--- config.mk ---
export PLATFORM = sky130hd
export DESIGN_NAME = dro_regfile
export DESIGN_NICKNAME = d
export VERILOG_FILES = /design/src/dro_pkg.sv /design/src/dro_ext.sv /design/src/dro_regfile.sv
export VERILOG_INCLUDE_DIRS = /design/src /design/src/src
export SDC_FILE = /design/constraint.sdc
export NUM_CORES = 1
export LEC_CHECK = 0
export BUFFER_PORTS_ARGS = -buffer_cell sky130_fd_sc_hd__buf_2
export CORE_MARGIN = 8
export CORE_UTILIZATION = 55
export CTS_CLUSTER_SIZE = 20
export DETAILED_ROUTE_END_ITERATION = 16
export PLACE_DENSITY = 0.77
export REMOVE_ABC_BUFFERS = 1
export SLEW_MARGIN = 20
export SYNTH_ARGS = -nofsm -noshare
export SYNTH_HDL_FRONTEND = slang
export SYNTH_SLANG_ARGS = --single-unit
--- constraint.sdc ---
create_clock -name clk_i -period 8.16 [get_ports clk_i]
set_input_delay 0.816 -clock clk_i [delete_from_list [all_inputs] [get_ports clk_i]]
set_output_delay 0.816 -clock clk_i [all_outputs]
set_load 0.03 [all_outputs]
--- src/dro_defs.svh ---
// offsets, field positions, reset values and limits of the operand formatter
//
// Notes on behaviour
// - reset: interrupt mask ones, repeat, modulo, reserved zero
// - reset clears vector base and DSP status
// - reset loads stack pointer and PC from vectors
// - byte/word memory loads sign-extend to 32 bits
// - misaligned word/longword access raises address error
// - immediates: sign for move/add/cmp, zero otherwise
// - arithmetic shift: 7-bit field, valid -32..+32
// - logical shift: 6-bit field, valid -16..+16
// - fixed-point source: accumulator guard used, others sign-extend
// - fixed-point result: guard kept only for accumulators
// - integer mode also drops/clears low word
// - logical mode uses bits 31..16 only
// - X/Y word transfers use upper word
// - X loads X regs, Y loads Y regs only
// - X/Y stores only from accumulator upper word
// - single move: word uses upper word, long all
// - guard fields are independent 8-bit single-move registers
// - word store from guard is sign-extended
// - word store from accumulator ignores guard
// - word load clears low word, accumulator guard sign-extends
// - guard load takes low byte, accumulator kept
// - long guard store sign-extends, long accumulator load extends
`ifndef DRO_DEFS_SVH
`define DRO_DEFS_SVH

// ==========================================================
// register byte offsets on the bus
`define DRO_OFS_STATUS 8'h00
`define DRO_OFS_VBASE 8'h04
`define DRO_OFS_DSR 8'h08
`define DRO_OFS_SP 8'h0c
`define DRO_OFS_PC 8'h10
`define DRO_OFS_DREG 8'h20

// ==========================================================
// status word layout and reset values
`define DRO_SW_IMASK_LSB 4
`define DRO_SW_XMOD_BIT 10
`define DRO_SW_YMOD_BIT 11
`define DRO_SW_RPT_LSB 16
`define DRO_SW_RST 32'h0000_00f0
`define DRO_SW_WMASK 32'h0fff_0ff3
`define DRO_VB_RST 32'h0000_0000
`define DRO_DSR_RST 32'h0000_0000
`define DRO_DSR_WMASK 32'h0000_00ff

// ==========================================================
// shift amount limits
`define DRO_ASH_LIM 8'sd32
`define DRO_LSH_LIM 8'sd16

`endif

--- src/dro_pkg.sv ---
// types shared by the operand formatter files
package dro_pkg;

	typedef enum logic [3:0] {
		ACCUMULATOR_ZERO = 4'h0,
		GUARD_FIELD_ZERO = 4'h1,
		ACCUMULATOR_ONE = 4'h2,
		GUARD_FIELD_ONE = 4'h3,
		MULTIPLIER_INPUT_FIRST = 4'h4,
		MULTIPLIER_INPUT_SECOND = 4'h5,
		X_OPERAND_FIRST = 4'h6,
		X_OPERAND_SECOND = 4'h7,
		Y_OPERAND_FIRST = 4'h8,
		Y_OPERAND_SECOND = 4'h9
	} dro_reg_e;

	typedef enum logic [3:0] {
		OP_IDLE = 4'h0,
		OP_DSP_READ = 4'h1,
		OP_DSP_WRITE = 4'h2,
		OP_X_LOAD = 4'h3,
		OP_Y_LOAD = 4'h4,
		OP_XY_STORE = 4'h5,
		OP_SINGLE_LOAD = 4'h6,
		OP_SINGLE_STORE = 4'h7,
		OP_MEM_LOAD = 4'h8,
		OP_IMM = 4'h9,
		OP_SHIFT = 4'ha
	} dro_op_e;

	typedef enum logic [1:0] {
		FMT_FIXED = 2'h0,
		FMT_INTEGER = 2'h1,
		FMT_LOGICAL = 2'h2
	} dro_fmt_e;

	typedef enum logic [1:0] {
		SZ_BYTE = 2'h0,
		SZ_WORD = 2'h1,
		SZ_LONG = 2'h2
	} dro_size_e;

	typedef enum logic [2:0] {
		IMM_MOVE = 3'h0,
		IMM_ADD = 3'h1,
		IMM_COMPARE_EQUAL = 3'h2,
		IMM_TEST = 3'h3,
		IMM_AND = 3'h4,
		IMM_OR = 3'h5,
		IMM_XOR = 3'h6
	} dro_imm_e;

	typedef enum logic [1:0] {
		ST_VECTOR = 2'b01,
		ST_RUN = 2'b10
	} dro_state_e;

	typedef struct packed {
		logic valid;
		dro_op_e op;
		dro_fmt_e fmt;
		dro_reg_e src;
		dro_reg_e dst;
		logic longword;
		dro_size_e size;
		dro_imm_e imm_op;
		logic logical_shift;
		logic [31:0] addr;
		logic [39:0] data;
	} dro_req_s;

	typedef struct packed {
		logic done;
		logic refused;
		logic addr_err;
		logic shift_ok;
		logic [39:0] operand;
		logic [31:0] data;
	} dro_rsp_s;

endpackage

--- src/dro_ext.sv ---
// memory load, immediate and shift-amount extension unit
`include "dro_defs.svh"

module dro_ext (
	input wire dro_pkg::dro_size_e size_i,
	input wire logic [1:0] addr_lo_i,
	input wire logic [31:0] mem_i,
	input wire dro_pkg::dro_imm_e imm_op_i,
	input wire logic [7:0] imm_i,
	input wire logic logical_shift_i,
	input wire logic [6:0] amt_i,
	output logic [31:0] load_o,
	output logic misalign_o,
	output logic [31:0] imm_o,
	output logic shift_ok_o,
	output logic [31:0] amt_o
);
	import dro_pkg::*;

	wire logic imm_zero;
	wire logic signed [7:0] ash;
	wire logic signed [7:0] lsh;

	// ==========================================================
	// memory operands, right-justified by the bus
	assign load_o = (size_i == SZ_BYTE) ? {{24{mem_i[7]}}, mem_i[7:0]} :
		(size_i == SZ_WORD) ? {{16{mem_i[15]}}, mem_i[15:0]} :
		mem_i;
	// byte anywhere, word on 2n, longword on 4n
	assign misalign_o = ((size_i == SZ_WORD) & addr_lo_i[0]) |
		((size_i == SZ_LONG) & (|addr_lo_i));

	// ==========================================================
	// logical immediates are zero-extended, so an and clears 31..8
	assign imm_zero = (imm_op_i == IMM_TEST) | (imm_op_i == IMM_AND) |
		(imm_op_i == IMM_OR) | (imm_op_i == IMM_XOR);
	assign imm_o = imm_zero ? {24'h00_0000, imm_i} :
		{{24{imm_i[7]}}, imm_i};

	// ==========================================================
	// shift amounts: field is wider than the usable range
	assign ash = {amt_i[6], amt_i};
	assign lsh = {{2{amt_i[5]}}, amt_i[5:0]};
	assign shift_ok_o = logical_shift_i ?
		((lsh >= -`DRO_LSH_LIM) && (lsh <= `DRO_LSH_LIM)) :
		((ash >= -`DRO_ASH_LIM) && (ash <= `DRO_ASH_LIM));
	assign amt_o = logical_shift_i ? {{24{lsh[7]}}, lsh} :
		{{24{ash[7]}}, ash};
endmodule

--- src/dro_regfile.sv ---
// DSP and control register file with operand formatting
//
// Our own choices: the address map and the Wishbone interface to the registers.
`include "dro_defs.svh"

module dro_regfile (
	input wire logic clk_i,
	input wire logic rst_i,
	input wire logic ce_i,
	input wire logic wb_cyc_i,
	input wire logic wb_stb_i,
	input wire logic wb_we_i,
	input wire logic [3:0] wb_sel_i,
	input wire logic [7:0] wb_adr_i,
	input wire logic [31:0] wb_dat_i,
	output logic [31:0] wb_dat_o,
	output logic wb_ack_o,
	input wire logic [31:0] vec_sp_i,
	input wire logic [31:0] vec_pc_i,
	input wire dro_pkg::dro_req_s req_i,
	output dro_pkg::dro_rsp_s rsp_o,
	output logic [31:0] status_word_o,
	output logic [31:0] vector_base_o,
	output logic [31:0] stack_pointer_gpr_o
);
	import dro_pkg::*;

	// ==========================================================
	// helper decoders, used by both the bus and the pipeline
	function automatic logic [2:0] slot_of(input dro_reg_e r);
		case (r)
			ACCUMULATOR_ZERO, GUARD_FIELD_ZERO: slot_of = 3'h0;
			ACCUMULATOR_ONE, GUARD_FIELD_ONE: slot_of = 3'h1;
			MULTIPLIER_INPUT_FIRST: slot_of = 3'h2;
			MULTIPLIER_INPUT_SECOND: slot_of = 3'h3;
			X_OPERAND_FIRST: slot_of = 3'h4;
			X_OPERAND_SECOND: slot_of = 3'h5;
			Y_OPERAND_FIRST: slot_of = 3'h6;
			default: slot_of = 3'h7;
		endcase
	endfunction

	function automatic logic is_acc(input dro_reg_e r);
		is_acc = (r == ACCUMULATOR_ZERO) | (r == ACCUMULATOR_ONE);
	endfunction

	function automatic logic is_guard(input dro_reg_e r);
		is_guard = (r == GUARD_FIELD_ZERO) | (r == GUARD_FIELD_ONE);
	endfunction

	// byte-lane merge for wishbone writes
	function automatic logic [31:0] merge(input logic [31:0] old_v,
		input logic [31:0] new_v, input logic [3:0] sel);
		merge = old_v;
		for (int b = 0; b < 4; b++)
		begin
			if (sel[b])
			begin
				merge[8*b +: 8] = new_v[8*b +: 8];
			end
		end
	endfunction

	// ==========================================================
	// state
	dro_state_e state_q;
	logic [31:0] dreg_q [0:7];
	logic [7:0] guard_q [0:1];
	logic [31:0] status_q;
	logic [31:0] vbase_q;
	logic [31:0] dsr_q;
	logic [31:0] sp_q;
	logic [31:0] pc_q;
	logic ack_q;
	logic [31:0] dat_q;
	logic [31:0] dat_d;
	dro_rsp_s rsp_q;
	dro_rsp_s rsp_d;

	// ==========================================================
	// bus decode
	wire logic bus_hit = wb_cyc_i & wb_stb_i & ~ack_q;
	wire logic bus_wr = bus_hit & wb_we_i & ce_i;
	wire logic [5:0] bus_idx = wb_adr_i[7:2];
	wire logic [5:0] dreg_base = 6'(`DRO_OFS_DREG >> 2);
	wire logic [5:0] bus_rel = bus_idx - dreg_base;
	wire logic bus_dsp = (bus_idx >= dreg_base) && (bus_rel < 6'd10);
	wire dro_reg_e bus_reg = dro_reg_e'(bus_rel[3:0]);
	wire logic bus_wr_word = bus_wr & bus_dsp & ~is_guard(bus_reg);
	wire logic bus_wr_grd = bus_wr & bus_dsp & is_guard(bus_reg) &
		wb_sel_i[0];
	wire logic [2:0] bus_slot = slot_of(bus_reg);
	wire logic wr_status = bus_wr & (bus_idx == 6'(`DRO_OFS_STATUS >> 2));
	wire logic wr_vbase = bus_wr & (bus_idx == 6'(`DRO_OFS_VBASE >> 2));
	wire logic wr_dsr = bus_wr & (bus_idx == 6'(`DRO_OFS_DSR >> 2));
	wire logic wr_sp = bus_wr & (bus_idx == 6'(`DRO_OFS_SP >> 2));
	wire logic wr_pc = bus_wr & (bus_idx == 6'(`DRO_OFS_PC >> 2));

	// ==========================================================
	// request classification
	wire logic go = req_i.valid & ce_i & (state_q == ST_RUN);
	wire logic is_dr = req_i.op == OP_DSP_READ;
	wire logic is_dw = req_i.op == OP_DSP_WRITE;
	wire logic is_xl = req_i.op == OP_X_LOAD;
	wire logic is_yl = req_i.op == OP_Y_LOAD;
	wire logic is_xys = req_i.op == OP_XY_STORE;
	wire logic is_sl = req_i.op == OP_SINGLE_LOAD;
	wire logic is_ss = req_i.op == OP_SINGLE_STORE;
	wire logic is_ml = req_i.op == OP_MEM_LOAD;
	wire logic is_im = req_i.op == OP_IMM;
	wire logic is_sh = req_i.op == OP_SHIFT;
	wire logic src_acc = is_acc(req_i.src);
	wire logic src_grd = is_guard(req_i.src);
	wire logic dst_acc = is_acc(req_i.dst);
	wire logic dst_grd = is_guard(req_i.dst);
	wire logic x_dst = (req_i.dst == X_OPERAND_FIRST) |
		(req_i.dst == X_OPERAND_SECOND);
	wire logic y_dst = (req_i.dst == Y_OPERAND_FIRST) |
		(req_i.dst == Y_OPERAND_SECOND);

	// X loads take only the two X registers, Y loads only the two Y registers
	wire logic refuse = (is_dr & src_grd) | (is_dw & dst_grd) |
		(is_xl & ~x_dst) | (is_yl & ~y_dst) |
		(is_xys & ~src_acc);

	// ==========================================================
	// source views
	wire logic [31:0] src_word = dreg_q[slot_of(req_i.src)];
	wire logic [7:0] src_guard = guard_q[slot_of(req_i.src) == 3'h1];
	wire logic [39:0] src_ext = src_acc ? {src_guard, src_word} :
		{{8{src_word[31]}}, src_word};
	// integer mode drops the low word, logical keeps only 31..16
	wire logic [39:0] dsp_operand =
		(req_i.fmt == FMT_LOGICAL) ?
		{8'h00, src_word[31:16], 16'h0000} :
		(req_i.fmt == FMT_INTEGER) ?
		{src_ext[39:16], 16'h0000} :
		src_ext;
	// guard store: 8 bits sign-extended in either mode
	wire logic [31:0] grd_store = {{24{src_guard[7]}}, src_guard};
	wire logic [31:0] single_store = src_grd ? grd_store :
		req_i.longword ? src_word :
		{{16{src_word[31]}}, src_word[31:16]};
	wire logic [31:0] xy_store = {16'h0000, src_word[31:16]};

	// ==========================================================
	// destination values
	wire logic [39:0] d = req_i.data;
	wire logic [31:0] wr_word_val =
		is_dw ? ((req_i.fmt == FMT_FIXED) ? d[31:0] :
		{d[31:16], 16'h0000}) :
		(is_sl & req_i.longword) ? d[31:0] :
		{d[15:0], 16'h0000};
	wire logic [7:0] wr_guard_val =
		is_dw ? ((req_i.fmt == FMT_LOGICAL) ? 8'h00 :
		d[39:32]) :
		dst_grd ? d[7:0] :
		req_i.longword ? {8{d[31]}} :
		{8{d[15]}};
	// guard loads leave the accumulator's 32-bit part untouched
	wire logic wr_word_en = go & ~refuse & ~dst_grd &
		(is_dw | is_xl | is_yl | is_sl);
	wire logic wr_guard_en = go & ~refuse &
		(((is_dw | is_sl) & dst_acc) | (is_sl & dst_grd));
	wire logic [2:0] wr_slot = slot_of(req_i.dst);

	// ==========================================================
	// extension unit
	wire logic [31:0] ext_load;
	wire logic ext_misalign;
	wire logic [31:0] ext_imm;
	wire logic ext_shift_ok;
	wire logic [31:0] ext_amt;

	dro_ext u_ext (
		.size_i(req_i.size),
		.addr_lo_i(req_i.addr[1:0]),
		.mem_i(d[31:0]),
		.imm_op_i(req_i.imm_op),
		.imm_i(d[7:0]),
		.logical_shift_i(req_i.logical_shift),
		.amt_i(d[6:0]),
		.load_o(ext_load),
		.misalign_o(ext_misalign),
		.imm_o(ext_imm),
		.shift_ok_o(ext_shift_ok),
		.amt_o(ext_amt)
	);

	// ==========================================================
	// response of the request taken this cycle
	assign rsp_d.done = go & (req_i.op != OP_IDLE);
	assign rsp_d.refused = go & refuse;
	assign rsp_d.addr_err = go & is_ml & ext_misalign;
	assign rsp_d.shift_ok = go & is_sh & ext_shift_ok;
	assign rsp_d.operand = (go & is_dr & ~refuse) ? dsp_operand : 40'h0;
	assign rsp_d.data = ~go ? 32'h0 :
		is_ss ? single_store :
		(is_xys & ~refuse) ? xy_store :
		is_ml ? ext_load :
		is_im ? ext_imm :
		is_sh ? ext_amt :
		32'h0;

	// ==========================================================
	// bus read mux; unmapped words read as zero
	always_comb
	begin
		dat_d = 32'h0;
		if (bus_dsp)
		begin
			dat_d = is_guard(bus_reg) ?
				{24'h00_0000, guard_q[bus_slot == 3'h1]} :
				dreg_q[bus_slot];
		end
		else
		begin
			case (bus_idx)
				6'(`DRO_OFS_STATUS >> 2): dat_d = status_q;
				6'(`DRO_OFS_VBASE >> 2): dat_d = vbase_q;
				6'(`DRO_OFS_DSR >> 2): dat_d = dsr_q;
				6'(`DRO_OFS_SP >> 2): dat_d = sp_q;
				6'(`DRO_OFS_PC >> 2): dat_d = pc_q;
				default: dat_d = 32'h0;
			endcase
		end
	end

	// ==========================================================
	// data registers: no reset, contents are arbitrary until written
	// the pipeline wins over a bus write to the same register
	for (genvar i = 0; i < 8; i++)
	begin : g_dreg
		always_ff @(posedge clk_i)
		begin
			if (wr_word_en && wr_slot == 3'(i))
			begin
				dreg_q[i] <= wr_word_val;
			end
			else if (bus_wr_word && bus_slot == 3'(i))
			begin
				dreg_q[i] <= merge(dreg_q[i], wb_dat_i, wb_sel_i);
			end
		end
	end

	for (genvar g = 0; g < 2; g++)
	begin : g_guard
		always_ff @(posedge clk_i)
		begin
			if (wr_guard_en && wr_slot == 3'(g))
			begin
				guard_q[g] <= wr_guard_val;
			end
			else if (bus_wr_grd && bus_slot == 3'(g))
			begin
				guard_q[g] <= wb_dat_i[7:0];
			end
		end
	end

	// ==========================================================
	// control registers and start-up sequence
	always_ff @(posedge clk_i)
	begin
		if (rst_i)
		begin
			state_q <= ST_VECTOR;
			status_q <= `DRO_SW_RST;
			vbase_q <= `DRO_VB_RST;
			dsr_q <= `DRO_DSR_RST;
		end
		else if (ce_i)
		begin
			case (state_q)
				ST_VECTOR: state_q <= ST_RUN;
				ST_RUN: state_q <= ST_RUN;
				default: state_q <= ST_VECTOR;
			endcase
			if (wr_status)
			begin
				status_q <= merge(status_q, wb_dat_i, wb_sel_i) &
					`DRO_SW_WMASK;
			end
			if (wr_vbase)
			begin
				vbase_q <= merge(vbase_q, wb_dat_i, wb_sel_i);
			end
			if (wr_dsr)
			begin
				dsr_q <= merge(dsr_q, wb_dat_i, wb_sel_i) & `DRO_DSR_WMASK;
			end
		end
	end

	// stack pointer and pc come from the vector table after reset
	always_ff @(posedge clk_i)
	begin
		if (rst_i)
		begin
			sp_q <= 32'h0;
			pc_q <= 32'h0;
		end
		else if (ce_i && state_q == ST_VECTOR)
		begin
			sp_q <= vec_sp_i;
			pc_q <= vec_pc_i;
		end
		else if (ce_i)
		begin
			if (wr_sp)
			begin
				sp_q <= merge(sp_q, wb_dat_i, wb_sel_i);
			end
			if (wr_pc)
			begin
				pc_q <= merge(pc_q, wb_dat_i, wb_sel_i);
			end
		end
	end

	// ==========================================================
	// bus answer one cycle after the request, response pulse
	always_ff @(posedge clk_i)
	begin
		if (rst_i)
		begin
			ack_q <= 1'b0;
			dat_q <= 32'h0;
			rsp_q <= '0;
		end
		else if (ce_i)
		begin
			ack_q <= bus_hit;
			dat_q <= bus_hit ? dat_d : 32'h0;
			rsp_q <= rsp_d;
		end
	end

	assign wb_ack_o = ack_q;
	assign wb_dat_o = dat_q;
	assign rsp_o = rsp_q;
	assign status_word_o = status_q;
	assign vector_base_o = vbase_q;
	assign stack_pointer_gpr_o = sp_q;
endmodule

==> impl_results.md <==
- Initial Util: 55.7%
- VDD IR max: 159 uV
- GRT overflow: 0
- First-pass GRT wire length: 172 mm
- Post-DP HPWL: 85.3 mm
- Largest delay contributor family on the critical path: simple AND/OR/NAND/NOR gates
- Critical path's slowest cell: nor3_1
- Non-Filler Instances: 4156
- Crit path DAT: 4.56 ns
- Clk root buf: clkbuf_16
- # rows: 83
- Area Growth Syn to Fin: 13.4%
- Filler cells: 4280
- Total Routing Usage GR: 37.7%
- Final instance area: 32400 um^2
- Final hold vios: 0
- Antenna violations before repair: 11
- Fin Clk Skew: 0.0291 ns
- Total of max-cap violations: 0
- # DRC: 0
- H-tree Lvls: 2
- Worst path cell trace: buf_2, buf_4, or3_1, o2111a_1, buf_4, nand2_1, nor3_1, nand2_1, nand2_1
- Storage cell area: 12900 um^2
- Fraction of layout cells with a size suffix above 1: 18.6%
- Placed insts: 4050
- Largest net degree at the start of global routing: 79
- Die area: 59600 um^2
- Hold-fix buffers, CTS: 0
- Crit-path max cell delay: 0.70 ns
- Synth Flop Type: edfxtp_1
- Synthesis Warnings: 0
- Tightest Hold Check Type: flop to flop
- Drt via density: 6.89
- CTS tree: yes
- Placed cell area: 30600 um^2
- Post-synthesis sequential area ratio: 45.1%
- P_leak: 12.2 nW
- Clock sink count: 509
- WP data required: 8.42 ns
- RSZ-0062 raised after global routing: no
- Slew @ Worst Pin: 1.29 ns
- Footprint of the multi-input gates: 14500 um^2
- #FFs+latches synth: 509
- Vias: 28.6k
- Die width: 244 um
- DR pass1 iterations: 7
- Clock slew at reported path FFs: 0.06 ns
- Worst path bufs/invs: 3
- Core area: 51400 um^2
- Final setup fails: 0
- WS Path Type: input port to flop
- Die Span Y: 244 um
- Min cycle time layout: 4.30 ns
- Synth Cell Area: 28600 um^2
- Final Power: 0.00612 W
- Postcts setup bufs: 0
- Syn Inst Count: 3224
- CP max FO: 44
- Vias in the first global route: 27.3k
- Cell Pwr Density: 189 nW/um^2
- Relative slew slack: 13.5%
- Synth cell types: 87
- NumNets Final: 3637
- Routed len/inst: 28.6 um
- Worst Setup End Kind: flop
- Avg Cell Area, Syn: 8.87 um^2
- Clk buf depth: 3
- Ports: 413
- Slew Limit Fails: 0
- Ys async rst share: 0%
- CP most frequent cell: nand2_1
- Clock buffer count from CTS: 53
- Number of I/O port buffers: 370
- Post-cts gate resize count: 0
- Skew-Pair Late Insertion Delay: 0.64 ns
- DR iter-0 viols: 4192
- Period Utilization, post-route: 52.6%
- Status: finished, final reports clean
- Crit start category: input port
- Number of synthesized flops with an enable pin: 272
- Antenna Violating Nets Remaining: 0
- Hold_ws: 0.451 ns
- Fmax: 233 MHz
- Gpl congestion: 0.990
- Final wirelength: 119 mm
- TNS Setup: 0 ns
kinds of logic after synthesis:
group                    after synthesis  share of synthesized area, %
multiplexers                         240                          9.27
flip-flops                           509                          45.1
other                                  1                        0.0131
XOR/XNOR                               3                        0.0919
buffers and inverters                325                          4.73
AND/OR/NAND/NOR                     1058                          16.5
AO/OA/AOI/OAI                       1084                          24.1
adder cells (fa/ha/maj)                4                         0.175
routing by layer:
| layer | share of wire, % | vias to the layer above | GRT usage [%] | wire length [um] |
|---|---|---|---|---|
| li1 | - | 12318 | - | - |
| met1 | 36 | 13403 | 47.8 | 42500 |
| met2 | 43 | 2448 | 56.5 | 50700 |
| met3 | 16 | 470 | 13.3 | 18700 |
| met4 | 5.9 | 2 | 19.7 | 7010 |
| met5 | 0.012 | - | 0 | 14 |
cells in the mapped netlist (35+ instances only):
cell type | count | area [um^2]
nor2b_1 | 37 | 231
a211oi_1 | 101 | 758
clkbuf_1 | 193 | 724
nand2b_1 | 47 | 294
o22ai_1 | 35 | 219
nand3_1 | 49 | 245
mux2_2 | 61 | 687
a22oi_1 | 69 | 518
nor2_1 | 347 | 1300
nand2_1 | 397 | 1490
edfxtp_1 | 272 | 8170
dfxtp_1 | 237 | 4740
nor3_1 | 49 | 245
a21oi_1 | 303 | 1520
buf_2 | 57 | 285
o21ai_0 | 290 | 1450
mux2i_1 | 158 | 1580
layout by cell type (no fill, tap or decap), types with 49 or more instances in the layout:
master,n
buf_2,369
nand3_1,49
mux2i_1,153
a211oi_1,101
a21oi_1,301
nand2_1,397
nor2_1,339
dfxtp_1,237
o21ai_0,286
clkbuf_16,55
mux2_2,61
edfxtp_1,272
buf_4,56
a22oi_1,69
stage by stage:
step           worst slack [ns]  util, %
6_report                   3.86     63.1
3_3_place_gp               3.48     59.5
3_5_place_dp               3.39     59.5
2_1_floorplan              4.33        -
5_1_grt                    3.92     63.1
4_1_cts                    4.07     63.0
sequential cells by signal (all words and copies together), names as in the netlist:
name,flops
wb_ack_o,1
dsr_q,8
dreg_q,256
wb_dat_o,32
state_q,2
stack_pointer_gpr_o,32
rsp_o,76
vector_base_o,32
status_word_o,22
guard_q,16
pc_q,32
tightest hold or removal path: stages (launching register included):
cell	delay [ns]
dfxtp_1	0.32
nand2_1	0.04
o21ai_0	0.05
final cells by class:
class | instances | share of cell area [%]
Clock inverter | 16 | 0.470
Clock buffer | 83 | 5.06
Sequential cell | 509 | 39.8
Antenna cell | 7 | 0.0540
Tap cell | 680 | 2.62
Multi-Input combinational cell | 2399 | 44.6
Inverter | 36 | 0.416
Timing Repair Buffer | 426 | 7.02
final timing paths:
check / startpoint / end / slack, ns / cells after the start
setup / recovery: wb_adr_i[5] / dreg_q[1][12] / 3.86 / 9
hold / removal: rsp_o[18] / rsp_o[18] / 0.45 / 2
setup reg to reg: state_q[0] / dreg_q[1][23] / 4.52 / 8
hold reg to reg: rsp_o[18] / rsp_o[18] / 0.45 / 2
where the power goes:
part	total [W]	internal (W)	switching, W
Combinational	0.000849	0.000238	0.000611
Clock	0.00252	0.00144	0.00107
Sequential	0.00276	0.00273	0.0000275
Power figures use the tool's default switching activity.
